--- src/scc_pkg.sv ---
// Package for the sync, clamp and coast control bank: subaddresses, fields, resets, timing.
// Assumes a single 100 MHz system clock and an upstream serial control port decoder.
// Operation
// [RULE_01] Polarity override selects register bit, else detected
// [RULE_02] Input polarity bit: 1 high, 0 low
// [RULE_03] Output polarity bits: 0 active low, 1 high
// [RULE_04] Raw bypass ignores horizontal output polarity
// [RULE_05] Auto horizontal choice prefers discrete, reports status
// [RULE_06] Select bit honoured under override only
// [RULE_07] Select 0 discrete, 1 green sync
// [RULE_08] Auto vertical prefers discrete, reports status bit
// [RULE_09] Vertical override: 0 discrete, 1 separator
// [RULE_10] Host enables auto selection only for five-wire
// [RULE_11] Clamp function: 0 internal, 1 external pin
// [RULE_12] External clamp: 0 active high, 1 low
// [RULE_13] Coast select: 0 external pin, 1 internal
// [RULE_14] Coast polarity detected unless override bit set
// [RULE_15] Seek override 0: idle inputs mean low power
// [RULE_16] Power-down low: all off, registers kept
// [RULE_17] Test mode: no fine clamp, coarse, external clock
// [RULE_18] Five-bit slicer code, bits 7:3, reset 0Bh
// [RULE_19] Per channel clamp level, ignored when disabled
// [RULE_20] Separator toggles after threshold reference periods
// [RULE_21] Coast leads vertical edge by programmed lines
// [RULE_22] Coast trails vertical end by programmed lines
// [RULE_23] Activity flags for discrete and green sync
// [RULE_24] Coast freezes PLL phase, holds frequency
package scc_pkg;
   localparam logic [7:0] ADDR_SYNC_CTL   = 8'h0E;
   localparam logic [7:0] ADDR_PLL_CLAMP  = 8'h0F;
   localparam logic [7:0] ADDR_SLICER     = 8'h10;
   localparam logic [7:0] ADDR_SEP_THR    = 8'h11;
   localparam logic [7:0] ADDR_COAST_LEAD = 8'h12;
   localparam logic [7:0] ADDR_COAST_TRL  = 8'h13;
   localparam logic [7:0] ADDR_STATUS     = 8'h14;
   localparam int         NUM_REGS        = 6;

   localparam logic [7:0] RST_SYNC_CTL    = 8'h5B;
   localparam logic [7:0] RST_PLL_CLAMP   = 8'h2E;
   localparam logic [7:0] RST_SLICER      = 8'h5D;
   localparam logic [7:0] RST_SEP_THR     = 8'h20;
   localparam logic [7:0] RST_COAST_TRL   = 8'h00;

   // Sync source control fields
   localparam int B_HS_POL_OVR  = 7;
   localparam int B_HS_IN_POL   = 6;
   localparam int B_HS_OUT_POL  = 5;
   localparam int B_H_SRC_OVR   = 4;
   localparam int B_H_SRC_SEL   = 3;
   localparam int B_VS_OUT_POL  = 2;
   localparam int B_V_SRC_OVR   = 1;
   localparam int B_V_SRC_SEL   = 0;
   // PLL and clamp control fields
   localparam int B_CLAMP_SRC   = 7;
   localparam int B_CLAMP_POL   = 6;
   localparam int B_COAST_SEL   = 5;
   localparam int B_COAST_POVR  = 4;
   localparam int B_COAST_PVAL  = 3;
   localparam int B_SEEK_OVR    = 2;
   localparam int B_FULL_PD_N   = 1;
   localparam int B_ADC_TEST    = 0;
   // Slicer code field
   localparam int SLICER_LSB    = 3;
   localparam int SLICER_W      = 5;

   // Sync inputs watched by activity and polarity detectors
   localparam int IN_HS    = 0;
   localparam int IN_VS    = 1;
   localparam int IN_SOG   = 2;
   localparam int IN_COAST = 3;
   localparam int NUM_IN   = 4;

   // Timing
   localparam int CLK_PERIOD_NS   = 10;
   localparam int REF_PERIOD_NS   = 150;
   localparam int REF_DIV         = (REF_PERIOD_NS + CLK_PERIOD_NS - 1) / CLK_PERIOD_NS;
   localparam int ACT_WIN_US      = 25000;
   localparam int ACT_WIN_TICKS   = (ACT_WIN_US * 1000) / REF_PERIOD_NS;
   localparam int WIN_W           = 18;
   localparam int DIV_W           = 4;
   localparam int LINE_W          = 12;

   typedef struct packed {
      logic [NUM_REGS-1:0][7:0]          regs;
      logic [DIV_W-1:0]                  div_cnt;
      logic [WIN_W-1:0]                  win_cnt;
      logic [NUM_IN-1:0]                 prev;
      logic [NUM_IN-1:0]                 edge_seen;
      logic [NUM_IN-1:0]                 active;
      logic [NUM_IN-1:0][WIN_W-1:0]      hi_cnt;
      logic [NUM_IN-1:0]                 pol_high;
      logic [7:0]                        sep_cnt;
      logic                              sep_out;
      logic                              hs_prev;
      logic                              vs_prev;
      logic [LINE_W-1:0]                 line_cnt;
      logic [LINE_W-1:0]                 frame_lines;
      logic [7:0]                        trail_cnt;
      logic                              trailing;
      logic                              coast_int;
      logic                              hsync_out;
      logic                              vsync_out;
      logic                              clamp_out;
      logic                              coast_out;
      logic [7:0]                        rdata;
   } scc_state_t;
endpackage : scc_pkg

--- src/scc_core.sv ---
// Sync source choice, polarity, separator, clamp and coast timing, power mode controls.
// Assumes all pins are synchronous to clk_sys and the serial port delivers decoded subaddress accesses.
`timescale 1ns/100ps
module scc_core #(
   parameter int         ACT_WIN      = scc_pkg::ACT_WIN_TICKS,   // Activity window in reference ticks
   parameter logic [7:0] RST_LEAD     = 8'h01                     // Coast lead lines reset value
) (
   input  wire logic                          clk_sys,           // System clock 100 MHz
   input  wire logic                          nrst,              // Asynchronous reset, active low
   input  wire logic                          reg_wr,            // Register write strobe
   input  wire logic [7:0]                    reg_addr,          // Register subaddress
   input  wire logic [7:0]                    reg_wdata,         // Register write data
   output logic      [7:0]                    reg_rdata,         // Register read data
   input  wire logic                          hsync_in,          // Selected discrete horizontal sync
   input  wire logic                          vsync_in,          // Selected discrete vertical sync
   input  wire logic                          sog_in,            // Sliced green sync, active low
   input  wire logic                          coast_in,          // External coast pin
   input  wire logic                          clamp_in,          // External clamp pin
   input  wire logic                          clamp_int,         // Internally timed clamp pulse
   input  wire logic                          raw_bypass,        // Raw sync bypass mode
   input  wire logic [2:0]                    fine_clamp_off,    // Per channel fine clamp disable
   output logic                               hsync_out,         // Horizontal sync output
   output logic                               vsync_out,         // Vertical sync output
   output logic                               fine_clamp_pulse,  // Fine clamp and level timing
   output logic                               fine_clamp_en,     // Fine clamp enable
   output logic                               coarse_clamp_en,   // Coarse clamp enable
   output logic                               adc_ext_clk_sel,   // Converters on external clock
   output logic      [2:0]                    clamp_mid_level,   // Per channel mid level clamp
   output logic      [scc_pkg::SLICER_W-1:0]  slicer_threshold_code, // Green sync slicer code
   output logic                               pll_coast,         // Coast to horizontal PLL
   output logic                               pll_phase_update,  // PLL may track edges
   output logic                               pll_freq_hold,     // PLL holds frequency
   output logic                               low_power,         // Automatic low power state
   output logic                               full_power_down,   // Whole chip powered down
   output logic      [7:0]                    sync_status        // Sync detect status byte
);
   import scc_pkg::*;

   // Window counter must hold ACT_WIN and a half window must be nonzero
   if (ACT_WIN < 2 || ACT_WIN >= (1 << WIN_W)) begin : g_bad_win
      $error("scc_core: ACT_WIN out of range");
   end

   scc_state_t cur_ff;
   scc_state_t nxt_st;

   logic [7:0] r_sync;
   logic [7:0] r_pll;
   logic [7:0] r_slc;
   logic [7:0] r_sep;
   logic [7:0] r_lead;
   logic [7:0] r_trl;
   logic       ref_tick;
   logic       win_end;
   logic       h_src_sog;
   logic       v_src_sep;
   logic       hs_pol_high;
   logic       hs_norm;
   logic       vs_norm;
   logic       coast_pol_high;
   logic       coast_ext;
   logic       coast_sel;
   logic       sep_in;
   logic [NUM_IN-1:0] pins;
   logic [7:0] status;

   assign r_sync = cur_ff.regs[0];
   assign r_pll  = cur_ff.regs[1];
   assign r_slc  = cur_ff.regs[2];
   assign r_sep  = cur_ff.regs[3];
   assign r_lead = cur_ff.regs[4];
   assign r_trl  = cur_ff.regs[5];

   assign pins = {coast_in, sog_in, vsync_in, hsync_in};
   assign ref_tick = (cur_ff.div_cnt == DIV_W'(REF_DIV - 1));
   assign win_end  = ref_tick && (cur_ff.win_cnt == WIN_W'(ACT_WIN - 1));

   // Horizontal source choice
   always_comb begin
      if (r_sync[B_H_SRC_OVR]) begin
         h_src_sog = r_sync[B_H_SRC_SEL];                                 // RULE_06
      end else if (cur_ff.active[IN_HS]) begin
         h_src_sog = 1'b0;                                                // RULE_05
      end else begin
         h_src_sog = cur_ff.active[IN_SOG];                               // RULE_05
      end
   end

   // Vertical source choice; separator counts as active when green sync is
   always_comb begin
      if (r_sync[B_V_SRC_OVR]) begin
         v_src_sep = r_sync[B_V_SRC_SEL];                                 // RULE_09
      end else if (cur_ff.active[IN_VS]) begin
         v_src_sep = 1'b0;                                                // RULE_08
      end else begin
         v_src_sep = cur_ff.active[IN_SOG];                               // RULE_08
      end
   end

   assign hs_pol_high = r_sync[B_HS_POL_OVR] ? r_sync[B_HS_IN_POL]        // RULE_01
                                             : cur_ff.pol_high[IN_HS];    // RULE_01
   // Normalised syncs are active high internally
   assign hs_norm = h_src_sog ? ~sog_in                                   // RULE_07
                              : (hs_pol_high ? hsync_in : ~hsync_in);     // RULE_02
   assign vs_norm = v_src_sep ? cur_ff.sep_out
                              : (cur_ff.pol_high[IN_VS] ? vsync_in : ~vsync_in);
   assign sep_in  = ~sog_in;

   assign coast_pol_high = r_pll[B_COAST_POVR] ? r_pll[B_COAST_PVAL]      // RULE_14
                                               : cur_ff.pol_high[IN_COAST]; // RULE_14
   assign coast_ext = coast_pol_high ? coast_in : ~coast_in;
   assign coast_sel = r_pll[B_COAST_SEL] ? cur_ff.coast_int : coast_ext;  // RULE_13

   assign status = {cur_ff.active[IN_HS], h_src_sog, cur_ff.pol_high[IN_HS],
                    cur_ff.active[IN_VS], v_src_sep, cur_ff.pol_high[IN_VS],
                    cur_ff.active[IN_SOG], cur_ff.pol_high[IN_COAST]};    // RULE_23

   always_comb begin
      nxt_st = cur_ff;

      // Register writes; status is read only
      if (reg_wr) begin
         for (int r = 0; r < NUM_REGS; r++) begin
            if (reg_addr == ADDR_SYNC_CTL + 8'(r)) begin
               nxt_st.regs[r] = reg_wdata;
            end
         end
      end
      case (reg_addr)
         ADDR_SYNC_CTL:   nxt_st.rdata = r_sync;
         ADDR_PLL_CLAMP:  nxt_st.rdata = r_pll;
         ADDR_SLICER:     nxt_st.rdata = r_slc;
         ADDR_SEP_THR:    nxt_st.rdata = r_sep;
         ADDR_COAST_LEAD: nxt_st.rdata = r_lead;
         ADDR_COAST_TRL:  nxt_st.rdata = r_trl;
         ADDR_STATUS:     nxt_st.rdata = status;
         default:         nxt_st.rdata = 8'h00;
      endcase

      // Reference clock enable
      nxt_st.div_cnt = ref_tick ? '0 : cur_ff.div_cnt + DIV_W'(1);
      if (ref_tick) begin
         nxt_st.win_cnt = win_end ? '0 : cur_ff.win_cnt + WIN_W'(1);
      end

      // Activity and polarity per input; an edge in the closing cycle is kept
      nxt_st.prev = pins;
      for (int i = 0; i < NUM_IN; i++) begin
         if (win_end) begin
            nxt_st.active[i]    = cur_ff.edge_seen[i] | (pins[i] ^ cur_ff.prev[i]);     // RULE_23
            nxt_st.edge_seen[i] = 1'b0;
            // Short high time means pulses are high
            nxt_st.pol_high[i]  = (cur_ff.hi_cnt[i] < WIN_W'(ACT_WIN / 2));
            nxt_st.hi_cnt[i]    = '0;
         end else begin
            if (pins[i] ^ cur_ff.prev[i]) begin
               nxt_st.edge_seen[i] = 1'b1;
            end
            if (ref_tick && pins[i]) begin
               nxt_st.hi_cnt[i] = cur_ff.hi_cnt[i] + WIN_W'(1);
            end
         end
      end

      // Separator: level must persist threshold ticks before output follows
      if (sep_in == cur_ff.sep_out) begin
         nxt_st.sep_cnt = 8'h00;
      end else if (ref_tick) begin
         if (cur_ff.sep_cnt + 8'h01 >= r_sep) begin
            nxt_st.sep_out = sep_in;                                      // RULE_20
            nxt_st.sep_cnt = 8'h00;
         end else begin
            nxt_st.sep_cnt = cur_ff.sep_cnt + 8'h01;                      // RULE_20
         end
      end

      // Internal coast from line counting
      nxt_st.hs_prev = hs_norm;
      nxt_st.vs_prev = vs_norm;
      if (vs_norm && !cur_ff.vs_prev) begin
         nxt_st.frame_lines = cur_ff.line_cnt;
         nxt_st.line_cnt    = '0;
         nxt_st.trailing    = 1'b0;
      end else if (hs_norm && !cur_ff.hs_prev) begin
         nxt_st.line_cnt = cur_ff.line_cnt + LINE_W'(1);
         // Lead predicted from last frame length; zero lead makes no coast
         if (r_lead != 8'h00 && cur_ff.frame_lines > LINE_W'(r_lead) &&
             cur_ff.line_cnt + LINE_W'(1) >= cur_ff.frame_lines - LINE_W'(r_lead)) begin
            nxt_st.coast_int = 1'b1;                                      // RULE_21
         end
         if (cur_ff.trailing) begin
            if (cur_ff.trail_cnt <= 8'h01) begin
               nxt_st.trailing  = 1'b0;
               nxt_st.coast_int = 1'b0;                                   // RULE_22
            end else begin
               nxt_st.trail_cnt = cur_ff.trail_cnt - 8'h01;
            end
         end
      end
      if (!vs_norm && cur_ff.vs_prev) begin
         nxt_st.trail_cnt = r_trl;                                        // RULE_22
         nxt_st.trailing  = (r_trl != 8'h00);
         if (r_trl == 8'h00) begin
            nxt_st.coast_int = 1'b0;
         end
      end

      // Registered outputs
      if (raw_bypass) begin
         nxt_st.hsync_out = hsync_in;                                     // RULE_04
      end else begin
         nxt_st.hsync_out = r_sync[B_HS_OUT_POL] ? hs_norm : ~hs_norm;    // RULE_03
      end
      nxt_st.vsync_out = r_sync[B_VS_OUT_POL] ? vs_norm : ~vs_norm;       // RULE_03
      if (r_pll[B_ADC_TEST]) begin
         nxt_st.clamp_out = 1'b0;                                         // RULE_17
      end else if (r_pll[B_CLAMP_SRC]) begin
         nxt_st.clamp_out = r_pll[B_CLAMP_POL] ? ~clamp_in : clamp_in;    // RULE_12
      end else begin
         nxt_st.clamp_out = clamp_int;                                    // RULE_11
      end
      nxt_st.coast_out = coast_sel;
   end

   always_ff @(posedge clk_sys or negedge nrst) begin
      if (!nrst) begin
         cur_ff             <= '0;
         cur_ff.regs[0]     <= RST_SYNC_CTL;
         cur_ff.regs[1]     <= RST_PLL_CLAMP;
         cur_ff.regs[2]     <= RST_SLICER;                                // RULE_18
         cur_ff.regs[3]     <= RST_SEP_THR;
         cur_ff.regs[4]     <= RST_LEAD;
         cur_ff.regs[5]     <= RST_COAST_TRL;
         cur_ff.prev        <= '0;
         cur_ff.pol_high    <= '0;
         cur_ff.hsync_out   <= 1'b1;
         cur_ff.vsync_out   <= 1'b1;
      end else begin
         cur_ff <= nxt_st;
      end
   end

   // Clamp level per channel; a disabled fine clamp forces bottom level
   for (genvar ch = 0; ch < 3; ch++) begin : g_clamp_lvl
      assign clamp_mid_level[ch] = r_slc[ch] & ~fine_clamp_off[ch] & ~r_pll[B_ADC_TEST]; // RULE_19
   end

   assign reg_rdata             = cur_ff.rdata;
   assign hsync_out             = cur_ff.hsync_out;
   assign vsync_out             = cur_ff.vsync_out;
   assign fine_clamp_pulse      = cur_ff.clamp_out;
   assign fine_clamp_en         = ~r_pll[B_ADC_TEST];                     // RULE_17
   assign coarse_clamp_en       = r_pll[B_ADC_TEST];                      // RULE_17
   assign adc_ext_clk_sel       = r_pll[B_ADC_TEST];                      // RULE_17
   assign slicer_threshold_code = r_slc[SLICER_LSB +: SLICER_W];          // RULE_18
   assign pll_coast             = cur_ff.coast_out;
   assign pll_phase_update      = ~cur_ff.coast_out & r_pll[B_FULL_PD_N]; // RULE_24
   assign pll_freq_hold         = cur_ff.coast_out;                       // RULE_24
   // Outputs are not tri-stated here; that belongs to the output stage
   assign low_power             = ~r_pll[B_SEEK_OVR] &
                                  ~(cur_ff.active[IN_HS] | cur_ff.active[IN_SOG] | cur_ff.active[IN_VS]); // RULE_15
   // Register file stays clocked during power down, so contents survive
   assign full_power_down       = ~r_pll[B_FULL_PD_N];                    // RULE_16
   assign sync_status           = status;
endmodule : scc_core

--- config.mk ---
export PLATFORM = sky130hd
export DESIGN_NAME = scc_core
export DESIGN_NICKNAME = d
export VERILOG_FILES = /design/src/scc_pkg.sv /design/src/scc_core.sv
export SDC_FILE = /design/constraint.sdc
export NUM_CORES = 1
export LEC_CHECK = 0
export BUFFER_PORTS_ARGS = -buffer_cell sky130_fd_sc_hd__buf_4
export CORE_MARGIN = 1
export CORE_UTILIZATION = 55
export CTS_CLUSTER_SIZE = 8
export DETAILED_ROUTE_END_ITERATION = 12
export PLACE_DENSITY = 0.71
export SETUP_SLACK_MARGIN = 0.1
export SLEW_MARGIN = 30
export SYNTH_ARGS = -nofsm -noshare
export SYNTH_HDL_FRONTEND = slang
export SYNTH_SLANG_ARGS = --single-unit
--- constraint.sdc ---
create_clock -name clk_sys -period 3.4 [get_ports clk_sys]
set_clock_uncertainty 0.15 [all_clocks]
set_input_delay 0.68 -clock clk_sys [delete_from_list [all_inputs] [get_ports clk_sys]]
set_output_delay 0.68 -clock clk_sys [all_outputs]
set_load 0.02 [all_outputs]
==> impl_metrics.toml <==
[run_status]
outcome = "finished clean"

[clocking]
cts_buffers = 17
insertion_delay_ns = 0.43
cts_sinks = 193
cts_tree = "built"
cts_hold_buffers = 0
cts.clk_slew.worst_paths_ns = 0.07
postCtsResizedCells = 0
root_buffer = "clkbuf_16"
post_cts.repair.setup_buffers = 0
ctsLongestPathBuffers = 2
h-tree-depth = 4

[floorplan]
die_x_um = 140
rows = 50
die_h_um = 140
core-area_um2 = 18700
initial_core_util_pct = 56.0
die-area_um2 = 19600
pin_count = 64

[timing]
fin_crit_ns = 3.09
fin_crit_sh_pct = 90.8
relSlewSlack_pct = 50.1
rsz0062_at_grt = "false"
worst_slew_pin_slew_ns = 0.737
fmax_mhz = 324
finalHoldViolCount = 0
tns_ns = 0
worst_slack_ns = 0.312
setup_viol = 0
report.final.slew_viol_count = 0

[critical_path]
slowest_delay_ns = 0.38
reg2regPathDepth = 15
end_kind = "register"
critPathKind = "reg2reg"
cpMaxStageDelayCell = "dfrtp_1"
r2r_slack_ns = 0.31
worstPathArrival_ns = 3.25
crit_path_end = "cur_ff[12]$_DFF_PN0_"
cp_common_cell = "a21oi_1"
startpoint = "r_lead[4]$_DFFE_PN0P_"
r2r-end = "cur_ff[12]$_DFF_PN0_"
start_kind = "register"
required_ns = 3.56
r2r-start = "r_lead[4]$_DFFE_PN0P_"
crit_chain = "inv_1, ha_1, or2_2, a21oi_1, a311oi_1, o21ai_0, nand2_1, xor2_1, ha_1, a21oi_1, nor2b_1, o21ai_0, nand2b_1, o2111ai_1, a21oi_1"
cp_max_fo = 5

[logic_synthesis]
netlist_instances = 1045
synth.area.mux_share_pct = 7.59
synth-xor-area-share_pct = 8.45
ys_seq_area_share_pct = 46.3
yosys.area.top_type_share_pct = 41.8
synth_top_family_by_area = "simple AND/OR/NAND/NOR gates"
ys_top_cells_by_count = "dfrtp_1 (175), nand2_1 (114), nor2_1 (100), xor2_1 (58), mux2_2 (51)"
syn_nets = 1115
synth_simple_gate_area_share_pct = 19.3
ys_seq_elements = 193
synth_adder_area_share_pct = 4.97
ys_types = 62
synth_area_um2 = 10500
synth_top_area_cell = "dfrtp_1"
yosysMostFrequentCell = "dfrtp_1"
synth_enable_flop_cells = 0
synth_compound_area_share_pct = 8.80
syn_area_per_cell_um2 = 10.0
ys.flop_type = "dfrtp_1"
synth.area.top_cells = "dfrtp_1 (42%), mux2_2 (5.5%), xor2_1 (4.9%)"
yosys_warnings = 0
synth-async-reset-ratio_pct = 100

[detailed_routing]
wl_per_cell_um = 17.0
vias = 7738
antenna_left = 0
avgViaCountPerCell = 5.81
drtIter0Drc = 427
drc = 0
drt-pass1-iter-count = 5
drt_wl_total_um = 22600

[layout]
areaGrowthSynthToFinish_pct = 10.8
multi_input_area_um2 = 5150
nFillCells = 1537
final_layout_size_suffix_gt1_share_pct = 18.2
regArea_um2 = 4850
fin_nets = 1154
antenna_cells = 0

[min_path]
hold_class = "in2async"

[power_and_ir_drop]
combPwrFrac_pct = 12.8
ir_worst_vdd_mv = 0.327
switching_power_w = 0.00136
seqPwrFrac_pct = 49.6
p_int_w = 0.00363
cellPowerDensity_nw_per_um2 = 430
p_leak_nw = 5.36
clkPwrFrac_pct = 37.6
p_sw_share_pct = 27.3

[global_route]
antenna_found_initial = 0
overflow = 0
grt_pass1_wl_um = 38000
grt_max_degree = 68
grt_use_total_pct = 24.3
grt_pass1_vias = 7583

[placed_design]
place.gp.congestion = 0.892
port_buffers = 63
dpl.hpwl_um = 16000
dp_slack_ns = 0.344

[run]
maxCapViolations = 0
==> worst max-delay path: cells and delay by family (launching register included) <==
family / cells / cell delay (ns)
AO/OA/AOI/OAI: 7 / 1.08
XOR/XNOR: 1 / 0.16
adder cells (fa/ha/maj): 2 / 0.64
buffers and inverters: 1 / 0.06
flip-flops: 1 / 0.38
AND/OR/NAND/NOR: 4 / 0.53
==> cell families after synthesis <==
logic type / after synthesis
AO/OA/AOI/OAI: 146
XOR/XNOR: 101
adder cells (fa/ha/maj): 41
buffers and inverters: 98
flip-flops: 193
multiplexers: 63
AND/OR/NAND/NOR: 403
==> worst min-delay path by stage <==
| stage | start | to | depth (start not counted) |
|---|---|---|---|
| 2_1_floorplan | nrst | cur_ff[115]$_DFFE_PN0P_ | 0 |
| 3_3_place_gp | cur_ff[139]$_DFFE_PN0P_ | cur_ff[139]$_DFFE_PN0P_ | 2 |
| 3_5_place_dp | cur_ff[139]$_DFFE_PN0P_ | cur_ff[139]$_DFFE_PN0P_ | 2 |
| 4_1_cts | nrst | cur_ff[39]$_DFFE_PN0P_ | 1 |
| 5_1_grt | nrst | cur_ff[37]$_DFFE_PN0P_ | 1 |
| 6_report | nrst | cur_ff[37]$_DFFE_PN0P_ | 1 |
==> routing by layer <==
layer / vias to the layer above / GRT usage, % / wire length, µm / part of all wire (%)
li1: 3747 / - / - / -
met2: 179 / 41.1 / 11100 / 49
met4: 0 / 7.06 / 382 / 1.7
met3: 27 / 3.66 / 842 / 3.7
met1: 3785 / 32.5 / 10300 / 46
met5: - / 0 / 0 / 0
==> state kept, by name (all words and copies together), names as in the netlist, 6 cells and up <==
name	cells
r_trl	8
cur_ff	127
reg_rdata	8
r_sep	8
r_sync	8
r_pll	8
r_slc	8
sync_status	6
r_lead	8
==> layout make-up <==
class | instances | area share (%)
Inverter | 42 | 1.36
Sequential cell | 193 | 41.8
Multi-Input combinational cell | 754 | 44.4
Clock buffer | 19 | 3.82
Tap cell | 234 | 2.52
Clock inverter | 13 | 0.905
Timing Repair Buffer | 76 | 5.18
==> per-stage QoR <==
stage / instances / cell area [µm²] / hold slack, ns / utilization [%] / total power [W]
final: 1331 / 11600 / 0.0713 / 62.1 / 0.00499
after floorplan: 1045 / 10500 / 0.234 / - / 0.00292
after detailed placement: 1299 / 11100 / 0.317 / 59.1 / 0.00315
after global placement: 1299 / 11100 / 0.311 / 59.1 / 0.00313
after global routing: 1331 / 11600 / 0.0984 / 62.1 / 0.00521
after CTS: 1331 / 11600 / 0.0880 / 62.0 / 0.00503
==> power by group through the flow <==
stage / Sequential [W] / Combinational (W) / Clock (W)
floorplan: 0.00250 / 0.000423 / 0
global placement: 0.00251 / 0.000616 / 0
detailed placement: 0.00252 / 0.000633 / 0
CTS: 0.00247 / 0.000640 / 0.00192
global route: 0.00249 / 0.000714 / 0.00201
finish: 0.00248 / 0.000637 / 0.00188
==> cell usage in the layout, fill, tap and decap left out, types with 4 or more instances in the layout <==
cell          n
a22oi_1       6
or3_1         4
nand4b_1      6
dfrtp_1     174
mux4_2        8
o31ai_1       7
and2_1        5
nor3b_1       8
xnor2_1      43
nor4b_1       6
nand3_1      33
nor4_1       23
and3_1       18
nor2_1       99
nand4_1      31
mux2i_1       4
dfstp_2      18
o21ai_0      49
a211oi_1      5
or2_2         5
nand2_1     114
a31oi_1       7
mux2_2       51
ha_1         40
nand2b_1     13
nor3_1       18
xor2_1       58
clkbuf_16    17
clkinvlp_4    9
a32o_1        8
buf_4        73
a222oi_1      5
inv_1        42
nor2b_1       4
a21oi_1      34
a21o_1        8
Power figures use the tool's default switching activity.
